### src/atc_pkg.sv
/*
 * Shared constants for the frequency-control and transmit configuration
 * words: command codes, reset values, field positions, scaling figures
 * and the host controller's register map.
 * Assumes a 10 MHz system clock shared by both ends.
 */
package atc_pkg;
	localparam int WORD_W = 16;
	localparam int CLK_PERIOD_NS = 100;

	// Command decoding
	localparam logic [7:0] AFC_CODE = 8'hc4;
	localparam logic [6:0] TX_CODE = 7'h4c;
	localparam int WRITE_FLAG_BIT = 15;

	// Values after reset
	localparam logic [15:0] AFC_RESET = 16'hc4f7;
	localparam logic [15:0] TX_RESET = 16'h9800;

	// Frequency-control word fields
	localparam int AUTO_LSB = 6;
	localparam int RANGE_LSB = 4;
	localparam int STROBE_BIT = 3;
	localparam int FINE_BIT = 2;
	localparam int APPLY_BIT = 1;
	localparam int MEASURE_BIT = 0;

	// Transmit word fields
	localparam int POL_BIT = 8;
	localparam int DEV_LSB = 4;
	localparam int RSVD_BIT = 3;
	localparam int PWR_LSB = 0;

	typedef enum logic [1:0] {
		ATC_AUTO_HOST = 2'h0,
		ATC_AUTO_ONCE = 2'h1,
		ATC_AUTO_RX_HOLD = 2'h2,
		ATC_AUTO_ALWAYS = 2'h3
	} atc_auto_mode_t;

	// Band select codes and tuning step per band
	localparam logic [1:0] BAND_433 = 2'h1;
	localparam logic [1:0] BAND_868 = 2'h2;
	localparam logic [1:0] BAND_915 = 2'h3;
	localparam logic [15:0] STEP_433_HZ = 16'h09c4;
	localparam logic [15:0] STEP_868_HZ = 16'h1388;
	localparam logic [15:0] STEP_915_HZ = 16'h1d4c;

	// Deviation and power scaling
	localparam int DEV_STEP_HZ = 15000;
	localparam int PWR_STEP_CENTIDB = 250;

	// Offset measurement length in regular mode
	localparam int MEAS_TIME_NS = 1000;
	localparam int MEAS_CYCLES = (MEAS_TIME_NS + CLK_PERIOD_NS - 1) / CLK_PERIOD_NS;

	// Host controller register map and serial clock divider
	localparam logic [11:0] CMD_OFFSET = 12'h000;
	localparam logic [11:0] STATUS_OFFSET = 12'h004;
	localparam int SCK_HALF_CYCLES = 2;
endpackage : atc_pkg

### src/atc_link_if.sv
/*
 * Serial command link between host controller and configuration bank.
 * Assumes the host drives every wire; the device only listens.
 */
`timescale 1ns/1ps
interface atc_link_if;
	logic sck;
	logic selN;
	logic sdi;

	modport host (output sck, output selN, output sdi);
	modport dev (input sck, input selN, input sdi);
endinterface : atc_link_if

### src/atc_config_dev.sv
/*
 * Device end: receives 16-bit serial command words, holds the
 * frequency-control and transmit configuration words, and runs the
 * offset measurement, clamping and transmit frequency arithmetic.
 * Assumes link wires synchronous to clk and a host keeping its rules.
 */
`timescale 1ns/1ps
// Notes on behaviour
// Code c4 writes frequency-control word
// Auto mode picks when measurements run
// Range field clamps stored offset
// Step size follows selected band
// Strobe one starts one manual sample
// Host clears strobe before next sample
// Store offset only when apply set
// Apply bit gates offset onto tuning
// Fine mode doubles measurement time
// Measure enable gates offset calculation
// Code 1001100 writes transmit word
// Polarity bit swaps deviation direction
// Deviation is (code+1) times 15 kHz
// Host writes reserved transmit bit zero
// Power code gives 2.5 dB steps
// Sign is polarity xor modulation data
// Frequency-control word resets to c4f7
// Transmit word resets to 9800
// Leading one marks write, zero read; the device has no read path and ignores words with a leading zero
// Host clears enable when reading offset
// Whole 16-bit word, MSB first, then apply
module atc_config_dev #(
	parameter int OFFSET_W = 6
) (
	input wire logic clk,
	input wire logic reset,
	atc_link_if.dev link,
	input wire logic [1:0] bandSelect,
	input wire logic dataIndicator,
	input wire logic modulationData,
	input wire logic signed [OFFSET_W-1:0] rawOffsetError,
	output logic [15:0] freqControlConfig,
	output logic [15:0] transmitConfig,
	output logic measureActive,
	output logic measureDone,
	output logic signed [OFFSET_W-1:0] storedOffset,
	output logic signed [OFFSET_W-1:0] appliedOffset,
	output logic [15:0] tuningStepHz,
	output logic signed [18:0] txFreqOffsetHz,
	output logic [11:0] powerAttenCentiDb
);
	typedef enum logic {ATC_MEAS_IDLE, ATC_MEAS_RUN} atc_meas_state_t;

	localparam int CNT_W = $clog2(2 * atc_pkg::MEAS_CYCLES + 1);
	localparam logic [CNT_W-1:0] MEAS_LEN = CNT_W'(atc_pkg::MEAS_CYCLES);

	logic sckPrev_reg;
	logic [15:0] shift_reg;
	logic [4:0] bitCnt_reg;
	logic [15:0] afc_reg;
	logic [15:0] tx_reg;
	logic strobeReq_reg;
	logic onceReq_reg;
	atc_meas_state_t meas_reg;
	atc_meas_state_t meas_next;
	logic [CNT_W-1:0] cnt_reg;
	logic signed [OFFSET_W-1:0] offset_reg;
	logic done_reg;
	logic signed [18:0] txOff_reg;
	logic [11:0] pwr_reg;

	// Serial word assembly
	wire sckRise = link.sck & ~sckPrev_reg;
	wire bitTaken = ~link.selN & sckRise & (bitCnt_reg != 5'd16);
	wire wordDone = bitTaken & (bitCnt_reg == 5'd15);
	wire [15:0] newWord = {shift_reg[14:0], link.sdi};
	wire isWrite = newWord[atc_pkg::WRITE_FLAG_BIT];
	wire afcWrite = wordDone & isWrite & (newWord[15:8] == atc_pkg::AFC_CODE);
	wire txWrite = wordDone & isWrite & (newWord[15:9] == atc_pkg::TX_CODE);

	// Configuration fields
	wire [1:0] autoMode = afc_reg[atc_pkg::AUTO_LSB +: 2];
	wire [1:0] rangeCode = afc_reg[atc_pkg::RANGE_LSB +: 2];
	wire fineMode = afc_reg[atc_pkg::FINE_BIT];
	wire applyEn = afc_reg[atc_pkg::APPLY_BIT];
	wire measureEn = afc_reg[atc_pkg::MEASURE_BIT];
	wire polarity = tx_reg[atc_pkg::POL_BIT];
	wire [3:0] devCode = tx_reg[atc_pkg::DEV_LSB +: 4];
	wire [2:0] pwrCode = tx_reg[atc_pkg::PWR_LSB +: 3];

	// Rising strobe; a held one does not retrigger
	wire strobeSet = afcWrite & newWord[atc_pkg::STROBE_BIT] & ~afc_reg[atc_pkg::STROBE_BIT];

	// Start conditions per automatic mode
	wire autoStart = (autoMode == atc_pkg::ATC_AUTO_ALWAYS)
		| ((autoMode == atc_pkg::ATC_AUTO_RX_HOLD) & dataIndicator)
		| ((autoMode == atc_pkg::ATC_AUTO_ONCE) & onceReq_reg);
	wire startMeas = (meas_reg == ATC_MEAS_IDLE) & measureEn & (strobeReq_reg | autoStart);
	wire [CNT_W-1:0] measLen = fineMode ? CNT_W'(2 * atc_pkg::MEAS_CYCLES) : MEAS_LEN;
	wire measEnd = (meas_reg == ATC_MEAS_RUN) & (cnt_reg == measLen - CNT_W'(1));

	// Offset clamp limits
	wire signed [OFFSET_W-1:0] limHi = (rangeCode == 2'h3) ? OFFSET_W'(3)
		: (rangeCode == 2'h2) ? OFFSET_W'(7)
		: (rangeCode == 2'h1) ? OFFSET_W'(15)
		: {1'b0, {(OFFSET_W-1){1'b1}}};
	wire signed [OFFSET_W-1:0] limLo = (rangeCode == 2'h3) ? -OFFSET_W'(4)
		: (rangeCode == 2'h2) ? -OFFSET_W'(8)
		: (rangeCode == 2'h1) ? -OFFSET_W'(16)
		: {1'b1, {(OFFSET_W-1){1'b0}}};
	wire signed [OFFSET_W-1:0] clamped = (rawOffsetError > limHi) ? limHi
		: (rawOffsetError < limLo) ? limLo : rawOffsetError;

	// Transmit arithmetic
	wire [17:0] devHz = 18'((5'(devCode) + 5'd1) * atc_pkg::DEV_STEP_HZ);
	wire devNegative = polarity ^ modulationData;
	wire signed [18:0] txOffNext = devNegative ? -$signed({1'b0, devHz}) : $signed({1'b0, devHz});
	wire [11:0] pwrNext = 12'(pwrCode * atc_pkg::PWR_STEP_CENTIDB);

	always_comb begin
		meas_next = meas_reg;
		case (meas_reg)
			ATC_MEAS_IDLE: begin
				if (startMeas) begin
					meas_next = ATC_MEAS_RUN;
				end
			end
			ATC_MEAS_RUN: begin
				if (measEnd | ~measureEn) begin
					meas_next = ATC_MEAS_IDLE;
				end
			end
			default: meas_next = ATC_MEAS_IDLE;
		endcase
	end

	always_ff @(posedge clk) begin
		if (reset) begin
			sckPrev_reg <= 1'b0;
			shift_reg <= 16'h0000;
			bitCnt_reg <= 5'd0;
		end else begin
			sckPrev_reg <= link.sck;
			if (link.selN) begin
				bitCnt_reg <= 5'd0;
			end else if (bitTaken) begin
				shift_reg <= newWord;
				bitCnt_reg <= bitCnt_reg + 5'd1;
			end
		end
	end

	always_ff @(posedge clk) begin
		if (reset) begin
			afc_reg <= atc_pkg::AFC_RESET;
			tx_reg <= atc_pkg::TX_RESET;
		end else begin
			if (afcWrite) begin
				afc_reg <= newWord;
			end
			if (txWrite) begin
				tx_reg <= newWord;
			end
		end
	end

	// Request flags; a new strobe wins over the clear by a start
	always_ff @(posedge clk) begin
		if (reset) begin
			strobeReq_reg <= 1'b0;
			onceReq_reg <= 1'b1;
		end else begin
			if (strobeSet) begin
				strobeReq_reg <= 1'b1;
			end else if (startMeas) begin
				strobeReq_reg <= 1'b0;
			end
			if (startMeas & (autoMode == atc_pkg::ATC_AUTO_ONCE)) begin
				onceReq_reg <= 1'b0;
			end
		end
	end

	always_ff @(posedge clk) begin
		if (reset) begin
			meas_reg <= ATC_MEAS_IDLE;
			cnt_reg <= '0;
			offset_reg <= '0;
			done_reg <= 1'b0;
		end else begin
			meas_reg <= meas_next;
			cnt_reg <= (meas_reg == ATC_MEAS_RUN) ? cnt_reg + CNT_W'(1) : '0;
			done_reg <= measEnd & measureEn;
			if (measEnd & measureEn & applyEn) begin
				offset_reg <= clamped;
			end
		end
	end

	always_ff @(posedge clk) begin
		if (reset) begin
			txOff_reg <= '0;
			pwr_reg <= 12'h000;
		end else begin
			txOff_reg <= txOffNext;
			pwr_reg <= pwrNext;
		end
	end

	assign freqControlConfig = afc_reg;
	assign transmitConfig = tx_reg;
	assign measureActive = (meas_reg == ATC_MEAS_RUN);
	assign measureDone = done_reg;
	assign storedOffset = offset_reg;
	assign appliedOffset = applyEn ? offset_reg : '0;
	assign tuningStepHz = (bandSelect == atc_pkg::BAND_433) ? atc_pkg::STEP_433_HZ
		: (bandSelect == atc_pkg::BAND_868) ? atc_pkg::STEP_868_HZ
		: (bandSelect == atc_pkg::BAND_915) ? atc_pkg::STEP_915_HZ : 16'h0000;
	assign txFreqOffsetHz = txOff_reg;
	assign powerAttenCentiDb = pwr_reg;
endmodule : atc_config_dev

### src/flat_wrapper.sv
// flat-port wrapper written by rule: the top's interface ports become plain ports
module atc_config_dev_flat 
#(
	parameter int OFFSET_W = 6
)
  (clk, reset, bandSelect, dataIndicator, modulationData, rawOffsetError, freqControlConfig, transmitConfig, measureActive, measureDone, storedOffset, appliedOffset, tuningStepHz, txFreqOffsetHz, powerAttenCentiDb, link_sck, link_selN, link_sdi);
  atc_link_if link_i ();
  input wire logic clk;
  input wire logic reset;
  input wire logic [1:0] bandSelect;
  input wire logic dataIndicator;
  input wire logic modulationData;
  input wire logic signed [OFFSET_W-1:0] rawOffsetError;
  output logic [15:0] freqControlConfig;
  output logic [15:0] transmitConfig;
  output logic measureActive;
  output logic measureDone;
  output logic signed [OFFSET_W-1:0] storedOffset;
  output logic signed [OFFSET_W-1:0] appliedOffset;
  output logic [15:0] tuningStepHz;
  output logic signed [18:0] txFreqOffsetHz;
  output logic [11:0] powerAttenCentiDb;
  input wire logic [$bits(link_i.sck)-1:0] link_sck;
  input wire logic [$bits(link_i.selN)-1:0] link_selN;
  input wire logic [$bits(link_i.sdi)-1:0] link_sdi;
  assign link_i.sck = link_sck;
  assign link_i.selN = link_selN;
  assign link_i.sdi = link_sdi;
  atc_config_dev #(.OFFSET_W(OFFSET_W)) u_core (.clk(clk), .reset(reset), .link(link_i), .bandSelect(bandSelect), .dataIndicator(dataIndicator), .modulationData(modulationData), .rawOffsetError(rawOffsetError), .freqControlConfig(freqControlConfig), .transmitConfig(transmitConfig), .measureActive(measureActive), .measureDone(measureDone), .storedOffset(storedOffset), .appliedOffset(appliedOffset), .tuningStepHz(tuningStepHz), .txFreqOffsetHz(txFreqOffsetHz), .powerAttenCentiDb(powerAttenCentiDb));
endmodule
### config.mk
export PLATFORM = sky130hd
export DESIGN_NAME = atc_config_dev_flat
export DESIGN_NICKNAME = d
export VERILOG_FILES = /design/src/atc_pkg.sv /design/src/atc_link_if.sv /design/src/atc_config_dev.sv /design/src/flat_wrapper.sv
export SDC_FILE = /design/constraint.sdc
export NUM_CORES = 1
export LEC_CHECK = 0
export ABC_AREA = 1
export BUFFER_PORTS_ARGS = -buffer_cell sky130_fd_sc_hd__buf_2
export CAP_MARGIN = 20
export CORE_ASPECT_RATIO = 0.9
export CORE_MARGIN = 8
export CORE_UTILIZATION = 40
export DETAILED_ROUTE_END_ITERATION = 7
export GPL_TIMING_DRIVEN = 0
export PLACE_DENSITY = 0.65
export SYNTH_ARGS = -nofsm -noshare
export SYNTH_HDL_FRONTEND = slang
export SYNTH_SLANG_ARGS = --single-unit
### constraint.sdc
create_clock -name clk -period 9.91 [get_ports clk]
set_clock_uncertainty 0.15 [all_clocks]
set_input_delay 0 -clock clk [delete_from_list [all_inputs] [get_ports clk]]
set_output_delay 0 -clock clk [all_outputs]
set_load 0.02 [all_outputs]
==> results of run 1 <==
[final timing paths]
path                          endpoint  slack (ps)  cells after the start
max          u_core.txFreqOffsetHz[17]        5510                     21
min           u_core.txFreqOffsetHz[4]          20                      5
max reg2reg  u_core.txFreqOffsetHz[17]        5510                     21
min reg2reg  u_core.transmitConfig[14]         290                      2
[per-layer routing]
layer / part of all wire / GRT usage / up-vias
li1: - / - / 2550
met1: 0.50 / 0.208 / 2081
met2: 0.41 / 0.224 / 124
met3: 0.079 / 0.0612 / 6
met4: 0.0046 / 0.0326 / 2
met5: 0.00060 / 0 / -
[final cells by class]
cell class,instances,area [um2],share of cell area
Buffer,36,204,0.0312
Clock buffer,10,239,0.0366
Clock inverter,6,46.3,0.00709
Inverter,117,439,0.0673
Multi-Input combinational cell,484,2930,0.448
Sequential cell,94,1880,0.288
Tap cell,168,210,0.0322
Timing Repair Buffer,105,581,0.0889
[per-stage QoR]
step | instances | hold WS [ps] | setup WS [ps] | util | area [um2]
floorplan | 731 | -16.2 | 6020 | - | 5450
global placement | 993 | 80.2 | 5470 | 0.462 | 6130
detailed placement | 993 | 90.9 | 5510 | 0.462 | 6130
CTS | 1020 | 7.59 | 5480 | 0.492 | 6530
global route | 1020 | 55.2 | 5140 | 0.492 | 6530
finish | 1020 | 20.1 | 5510 | 0.492 | 6530
[synthesized netlist by cell type (all sizes together), types with 5 or more instances]
| cell type | instances |
|---|---|
| a21oi | 55 |
| ha | 55 |
| fa | 9 |
| nor2 | 67 |
| nand3b | 5 |
| buf | 22 |
| o211ai | 11 |
| nand4 | 10 |
| nor3 | 14 |
| nand3 | 41 |
| nand2 | 127 |
| or2 | 5 |
| dfxtp | 94 |
| o21ai | 49 |
| clkbuf | 14 |
| inv | 114 |
[cells in the final DEF (no fill, tap or decap), drive strengths merged, types with 2 or more instances in the layout]
cell type and n:
dlygate4sd3 11, xnor2 4, inv 115, buf 116, o21bai 3, ha 55, o211ai 11, nor2 67
clkinv 6, nand3b 5, nor3 14, nor4 2, a211oi 2, a31oi 3, fa 9, or2 5
clkinvlp 2, nand2 127, clkbuf 24, nand4 10, dfxtp 94, a21oi 55, o21a 3, xor2 4
conb 12, o21ai 49, nand3 41
[critical path, stage by stage, from the launching register on]
cell and delay, ps:
dfxtp_1 650, nand3_1 190, xor2_1 470, inv_1 130, ha_1 340, inv_1 60
fa_1 550, inv_1 50, ha_1 290, ha_1 370, nand2_1 110, nor2_1 140
nand3_1 130, nand3_1 110, nand2_1 60, nand2_2 110, nand2_1 60, nand2_1 70
inv_1 40, nor2_1 90, nor2_1 50, nor2_1 100
[power by group]
group / internal [W] / switching, W / total, W
clock network: 0.000178 / 0.000150 / 0.000328
logic: 0.0000247 / 0.0000442 / 0.0000689
registers: 0.000387 / 0.00000453 / 0.000391
[kinds of logic after synthesis]
kind of cell    count (synthesis)  share of synthesized area
simple gates                  272                      0.229
buf+inv                       153                      0.119
compound gates                128                      0.130
flops                          94                      0.348
fa+ha+maj                      64                      0.160
xor+xnor                        8                     0.0129
other cells                     1                   0.000693
==> metrics.yaml, run 1 <==
cts:
  cts_setup_buffers: 0
  cts_tree: "yes"
  cts.sinks: 94
  cts_resized: 0
  cts.path.max_buffers: 2
  cts_root_buffer: "clkbuf_16"
  path_clk_slew_ps: 70
  hold_buffers: 11
  cts_made_buffers: 9
  htreeDepth: 3
  clk_latency_ps: 350
logic_synthesis:
  synthArstFlopShare: 0
  yosysTopAreaCellShare: 0.348
  yosysTopAreaCell: "dfxtp_1"
  ys_warn_count: 0
  syn_avg_cell_area_um2: 7.52
  post_synth_num_cell_types: 41
  synth_seq_area_share: 0.348
  synth_edf_count: 0
  syn-cell-area_um2: 5410
  synth-seq-cells: 94
  synthFlopType: "dfxtp_1"
  synth.area.top_cells: "dfxtp_1 35%, ha_1 13%, nand2_1 8.0%"
  synth_cells: 720
route:
  via_count: 4763
  first_pass_iters: 5
  drt_first_iter_violations: 307
  route.detailed.drc: 0
  avgRoutedWirePerCell_um: 13.1
  ant_nets: 0
  wirelength_mm: 13.3
  vias_per_cell: 4.67
die:
  start_util: 0.408
  die_h_um: 126
  die-area_um2: 17500
  ioPinCount: 108
  core_um2: 13300
  die_width_um: 139
  rows: 40
placed_design:
  numPortBuffers: 94
  dpl.hpwl_mm: 10.4
  place_congestion: 0.853
pwr:
  p_leak_nw: 3.51
  pwr_density_cell_nw_per_um2: 121
  peakVddDrop_v: 0.0000958
  total_power_w: 0.000788
worst_hold_path:
  worstHoldPathType: "in2reg"
  worstHoldStart: "modulationData"
sta:
  slew_headroom: 0.579
  slew_viol_final: 0
  finalSetupViolCount: 0
  rsz0062_at_grt: "false"
  clock.fmax_ghz: 0.227
  fin_setup_tns_ps: 0
  min_period_ps: 4400
  tightest_slew_ps: 632
  finalHoldViolCount: 0
  period_share: 0.444
global_route:
  grt_pass1_wl_mm: 22.0
  antenna_found_initial: 1
  first_global_vias: 4400
  grt_usage: 0.153
  grt_max_degree: 17
  overflow: 0
setup_path:
  end_kind: "flop"
  crit_start: "u_core.transmitConfig[4]"
  arrival_ps: 4530
  reg2reg_from: "u_core.transmitConfig[4]"
  crit_type: "reg2reg"
  path_max_fanout: 10
  worst_ep_required_time_ps: 10040
  worstSetupStartpointType: "flop"
flow_run:
  maxCapViolCount: 0
finish:
  diodes: 0
  fill_cells: 1314
  fin_nets: 926
  drive_above_1_share: 0.192
  area_growth_pct: 20.6
status:
  status: "completed"
(Power assumes the default switching activity.)
==> run 2, diff against run 1 <==
==> constraint.sdc (replaced) <==
create_clock -name clk -period 4.5 [get_ports clk]
set_clock_uncertainty 0.15 [all_clocks]
set_input_delay 0 -clock clk [delete_from_list [all_inputs] [get_ports clk]]
set_output_delay 0 -clock clk [all_outputs]
set_load 0.02 [all_outputs]
==> run 2 against run 1 <==
  * Worst hold slack got worse by 0.55 ps
  * Non-clock buffer count did not move
  * Global-route usage did not move
==> metrics.yaml, run 2 (synthesis results as in run 1) <==
cts:
  cts_root_buffer: "clkbuf_16"
  clk_latency_ps: 350  # about the same
  cts.sinks: 94  # unchanged
  cts_setup_buffers: 0  # unchanged
  cts.path.max_buffers: 2  # unchanged
  cts_tree: "yes"
  path_clk_slew_ps: 70  # about the same
  htreeDepth: 3  # unchanged
  cts_made_buffers: 9  # unchanged
worst_hold_path:
  min_delay_path_depth: 5  # unchanged
  worstHoldStart: "modulationData"
  hold_end: "u_core.txFreqOffsetHz[4]"
  worstHoldPathType: "in2reg"
setup_path:
  crit_chain: "inv_1, ha_1, inv_1, ha_1, or2_2, ha_1, or2_2, ha_1, nand2_1, nor2_1, nand3_1, nand2_1, nand2_1, nand2_2, nand3_2, inv_1, nand3_2, a21oi_1, nor2_1"
  cp_common_cell: "ha_1"
  crit_path_max_incr_delay_ps: 500  # -150 ps
  path_max_fanout: 10  # unchanged
  crit_type: "reg2reg"
  crit_buf_inv: 3  # -1
  end_kind: "flop"
  reg2reg_from: "u_core.transmitConfig[4]"
  reg2reg_depth: 19  # -9.5%
  critical_path.top_delay_family: "simple AND/OR/NAND/NOR gates"
  worstSetupStartpointType: "flop"
  worst_ep_required_time_ps: 4590  # -5450 ps
  arrival_ps: 4180  # -350 ps
  r2r_slack_ps: 410  # -5100 ps
  slowest_stage: "dfxtp_2"
  r2r-end: "u_core.txFreqOffsetHz[16]"
sta:
  slew_viol_final: 0  # unchanged
  worst_slack_ps: 410  # -5100 ps
  min_period_ps: 4090  # -310 ps
  fin_setup_tns_ps: 0  # unchanged
  period_share: 0.909  # +0.465
  finalHoldViolCount: 0  # unchanged
  tightest_slew_ps: 631  # -1.45 ps
  rsz0062_at_grt: "false"
  slew_headroom: 0.580  # +0.000965
  clock.fmax_ghz: 0.244  # +7.6%
  finalSetupViolCount: 0  # unchanged
finish:
  area_growth_pct: 20.9
  diodes: 0  # unchanged
  fin_nets: 926  # unchanged
  most-common-layout-cells: "115 x nand2_1, 110 x inv_1, 98 x buf_2"
  drive_above_1_share: 0.196  # +0.00352
  layout_commonest_cell: "nand2_1"
placed_design:
  dpl.hpwl_mm: 10.4  # unchanged
  place_congestion: 0.853  # unchanged
  post-place-ws_ps: 96.9  # -5410 ps
  numPortBuffers: 94  # unchanged
global_route:
  overflow: 0  # unchanged
  grt_max_degree: 17  # unchanged
  grt_pass1_wl_mm: 22.0  # unchanged
  antenna_found_initial: 1  # unchanged
  first_global_vias: 4400  # unchanged
  grt_usage: 0.153  # unchanged
die:
  core_um2: 13300  # unchanged
  ioPinCount: 108  # unchanged
  die_h_um: 126  # unchanged
  start_util: 0.408  # unchanged
  die-area_um2: 17500  # unchanged
  rows: 40  # unchanged
  die_width_um: 139  # unchanged
route:
  wirelength_mm: 13.4  # +0.15%
  met3_length_um: 973  # -7.9%
  vias_per_cell: 4.68  # +0.17%
  wl_met1_mm: 6.82  # +1.6%
  drt_first_iter_violations: 304  # -0.98%
  route.detailed.drc: 0  # unchanged
  highest_layer: "met5"
  avgRoutedWirePerCell_um: 13.1  # +0.15%
  first_pass_iters: 4  # -1
  via_count: 4771  # +0.17%
  ant_nets: 0  # unchanged
  met2_length_mm: 5.50  # about the same
pwr:
  peakVddDrop_v: 0.000211  # +120%
  pwr_density_cell_nw_per_um2: 265  # +120%
  total_power_w: 0.00174  # +120%
  p_leak_nw: 3.52  # about the same
status:
  status: "completed"
flow_run:
  maxCapViolCount: 0  # unchanged
-- run 2: cell counts in the layout (fill, tap and decap cells not counted) --
Identical to the previous run, type by type.
-- run 2: power breakdown --
part / switching, W / total (W) / internal (W)
sequential: 0.00000997 / 0.000861 / 0.000851
combinational: 0.0000977 / 0.000152 / 0.0000543
clock: 0.000330 / 0.000722 / 0.000392
total: 0.000437 / 0.00174 / 0.00130
-- run 2: cell type report --
| type | instances | area [um2] |
|---|---|---|
| Buffer | 36 | 204 |
| Clock buffer | 10 | 239 |
| Clock inverter | 6 | 46.3 |
| Fill cell | 1312 | 6720 |
| Inverter | 117 | 439 |
| Multi-Input combinational cell | 484 | 2940 |
| Sequential cell | 94 | 1880 |
| Tap cell | 168 | 210 |
| Timing Repair Buffer | 105 | 581 |
-- run 2: what timing repair did --
action,CTS,global route
hold buffers,11,0
setup endpoints to repair,0,8
hold endpoints to repair,17,0
gates resized for setup,0,3
-- run 2: tightest hold or removal path: stages --
cell,delay [ps]
buf_2,80
or2_2,100
nand2_2,120
nand2_1,90
a21oi_1,80
-- run 2: through the flow --
stage / std cells / instance area, um2 / util / hold WS, ps
after floorplan: 731 / 5450 / - / -16.2
after global placement: 993 / 6130 / 0.462 / 80.2
after detailed placement: 993 / 6130 / 0.462 / 90.9
after CTS: 1020 / 6530 / 0.492 / 7.59
after global routing: 1020 / 6550 / 0.493 / 55.2
final: 1020 / 6550 / 0.493 / 19.6
-- run 2: how the worst max path moves through the flow --
| stage | startpoint | endpoint | slack, ps | cells after the start |
|---|---|---|---|---|
| global route | u_core.transmitConfig[4] | u_core.txFreqOffsetHz[15] | 30 | 22 |
| CTS | u_core.transmitConfig[4] | u_core.txFreqOffsetHz[17] | 70 | 21 |
| finish | u_core.transmitConfig[4] | u_core.txFreqOffsetHz[16] | 410 | 19 |
| global placement | u_core.transmitConfig[4] | u_core.txFreqOffsetHz[17] | 60 | 21 |
| floorplan | u_core.transmitConfig[4] | u_core.txFreqOffsetHz[17] | 610 | 21 |
| detailed placement | u_core.transmitConfig[4] | u_core.txFreqOffsetHz[17] | 100 | 21 |
-- run 2: metal layers --
metal | vias to the layer above | global-route usage
met5 | - | 0
met4 | 2 | 0.0326
met3 | 6 | 0.0612
met2 | 124 | 0.224
met1 | 2096 | 0.208
li1 | 2543 | -
==> run 3, diff against run 2 <==
--- a/config.mk
+++ b/config.mk
@@ -14,6 +14,7 @@
 export DETAILED_ROUTE_END_ITERATION = 7
 export GPL_TIMING_DRIVEN = 0
 export PLACE_DENSITY = 0.65
+export REMOVE_ABC_BUFFERS = 1
 export SYNTH_ARGS = -nofsm -noshare
 export SYNTH_HDL_FRONTEND = slang
 export SYNTH_SLANG_ARGS = --single-unit
==> run 3 against run 2 <==
  * Power rose by 2.3%
  * Critical path depth rose by 2
  * Via count fell by 3.6%
  * Global-route usage fell by 1.2 points
  * Maximum frequency fell by 0.42%
  * Worst hold slack improved by 68 ps
  * Combinational power fell by 11%
  * Core utilization fell by 1.1 points
  * Worst setup slack got worse by 17 ps
  * Register-to-register slack got worse by 20 ps
  * Final cell count fell by 3.1%
  * Critical endpoint is now u_core.txFreqOffsetHz[17]
==> metrics.yaml, run 3 (synthesis results as in run 1) <==
status:
  status: "completed"
cts:
  cts_setup_buffers: 0  # unchanged
  path_clk_slew_ps: 70  # about the same
  cts.path.max_buffers: 2  # unchanged
  cts_root_buffer: "clkbuf_16"
  clk_latency_ps: 350  # about the same
  cts_made_buffers: 9  # unchanged
  cts.sinks: 94  # unchanged
  cts_tree: "yes"
  htreeDepth: 3  # unchanged
setup_path:
  r2r_slack_ps: 390  # -20 ps
  reg2reg_from: "u_core.transmitConfig[6]"
  crit_type: "reg2reg"
  critical_path.top_delay_family: "adder cells"
  slowest_stage: "fa_1"
  crit_path_max_incr_delay_ps: 530  # +30 ps
  crit_buf_inv: 4  # +1
  end_kind: "flop"
  worst_ep_required_time_ps: 4630  # +40 ps
  worstSetupStartpointType: "flop"
  crit_start: "u_core.transmitConfig[6]"
  path_max_fanout: 6  # -4
  crit_chain: "nand3_1, xor2_2, inv_1, ha_1, inv_1, fa_1, inv_1, ha_1, ha_1, nand2_1, nor2_1, nand3_1, nand3_1, nand2_1, nand2_2, nand2_1, nand2_1, inv_1, nor2_1, nor2_1, nor2_1"
  arrival_ps: 4240  # +60 ps
pwr:
  p_leak_nw: 3.43  # -2.6%
  pwr_density_cell_nw_per_um2: 278  # +4.7%
  peakVddDrop_v: 0.000203  # -3.8%
placed_design:
  numPortBuffers: 95  # +1.1%
  post-place-ws_ps: 108  # +11.5 ps
  place_congestion: 0.814  # -4.6%
  dpl.hpwl_mm: 9.30  # -11%
sta:
  finalHoldViolCount: 0  # unchanged
  clock.fmax_ghz: 0.243  # -0.42%
  period_share: 0.913  # +0.00381
  worst_slack_ps: 393  # -17.2 ps
  min_period_ps: 4110  # +17.2 ps
  tightest_slew_ps: 931  # +301 ps
  finalSetupViolCount: 0  # unchanged
  fin_setup_tns_ps: 0  # unchanged
  slew_viol_final: 0  # unchanged
  rsz0062_at_grt: "false"
  slew_headroom: 0.378  # -0.202
die:
  core_um2: 13300  # unchanged
  start_util: 0.408  # unchanged
  rows: 40  # unchanged
  die_width_um: 139  # unchanged
  ioPinCount: 108  # unchanged
  die_h_um: 126  # unchanged
  die-area_um2: 17500  # unchanged
finish:
  area_growth_pct: 18.2
  fin_nets: 894  # -3.5%
  diodes: 0  # unchanged
  drive_above_1_share: 0.179  # -0.0167
  most-common-layout-cells: "115 x nand2_1, 110 x inv_1, 95 x buf_2"
  multi_input_area_um2: 2940  # unchanged
  fill_cells: 1307  # -0.38%
  seq_area_um2: 1880  # unchanged
  layout_commonest_cell: "nand2_1"
global_route:
  overflow: 0  # unchanged
  grt_pass1_wl_mm: 21.0  # -4.7%
  antenna_found_initial: 0  # -1
  grt_max_degree: 64  # +47
  first_global_vias: 4440  # +0.91%
  grt_usage: 0.142  # -0.0116
route:
  drt_first_iter_violations: 208  # -32%
  route.detailed.drc: 0  # unchanged
  ant_nets: 0  # unchanged
  vias_per_cell: 4.65  # -0.48%
  first_pass_iters: 5  # +1
  via_count: 4599  # -3.6%
  wirelength_mm: 12.1  # -9.2%
  avgRoutedWirePerCell_um: 12.3  # -6.2%
worst_hold_path:
  worstHoldPathType: "in2reg"
  worstHoldStart: "dataIndicator"
flow_run:
  maxCapViolCount: 0  # unchanged
-- run 3: cell count changes in the layout (fill, tap and decap cells not counted), sizes merged --
cell         previous run  this run
dlygate4sd3            11        14
clkinv                  6         4
buf                   116        95
clkinvlp                2         0
clkbuf                 24        10
inv                   115       118
bufinv                  0         1
-- run 3: worst reg2reg max path, cell delays in order, from the launching register on --
cell and delay (ps):
dfxtp_1 490, nand3_1 190, xor2_2 330, inv_1 110
ha_1 350, inv_1 70, fa_1 530, inv_1 40
ha_1 290, ha_1 370, nand2_1 110, nor2_1 180
nand3_1 150, nand3_1 110, nand2_1 60, nand2_2 100
nand2_1 60, nand2_1 70, inv_1 50, nor2_1 90
nor2_1 40, nor2_1 90
-- run 3: final cells by class --
type	count	share of cell area
clock inverters	6	0.0119
multi-input cells	484	0.460
well taps	168	0.0329
repair buffers	109	0.0962
inverters	117	0.0688
clock buffers	10	0.0358
flip-flops and latches	94	0.294
-- run 3: repair_timing --
action	4_1_cts	5_1_grt
endpoints found under the hold margin	29	0
endpoints found under the setup margin	0	7
resized for setup	0	3
hold buffers	14	0
-- run 3: worst paths after layout --
check,to,cells past startpoint
max,u_core.txFreqOffsetHz[17],21
min,u_core.measureActive,5
max reg2reg,u_core.txFreqOffsetHz[17],21
min reg2reg,u_core.freqControlConfig[14],1
-- run 3: metal layers --
| metal | GRT usage | wire [um] | vias up |
|---|---|---|---|
| met3 | 0.0459 | 688 | 10 |
| li1 | - | - | 2481 |
| met4 | 0.0377 | 129 | 0 |
| met1 | 0.181 | 6110 | 2023 |
| met2 | 0.225 | 5210 | 85 |
| met5 | 0 | 0 | - |
-- run 3: where the power goes --
group          switching [W]  total, W  internal, W
clock network       0.000338  0.000780     0.000442
logic              0.0000910  0.000135    0.0000440
registers         0.00000983  0.000861     0.000851
-- run 3: per-stage QoR --
step           utilization  cells  power, W  hold slack [ps]  instance area, um2
3_3_place_gp         0.447    958   0.00101             84.5                5930
6_report             0.482    988   0.00178             87.1                6400
2_1_floorplan            -    695  0.000964            -83.3                5250
4_1_cts              0.481    988   0.00181             67.1                6380
3_5_place_dp         0.448    958   0.00101             90.1                5940
5_1_grt              0.482    988   0.00187              147                6400
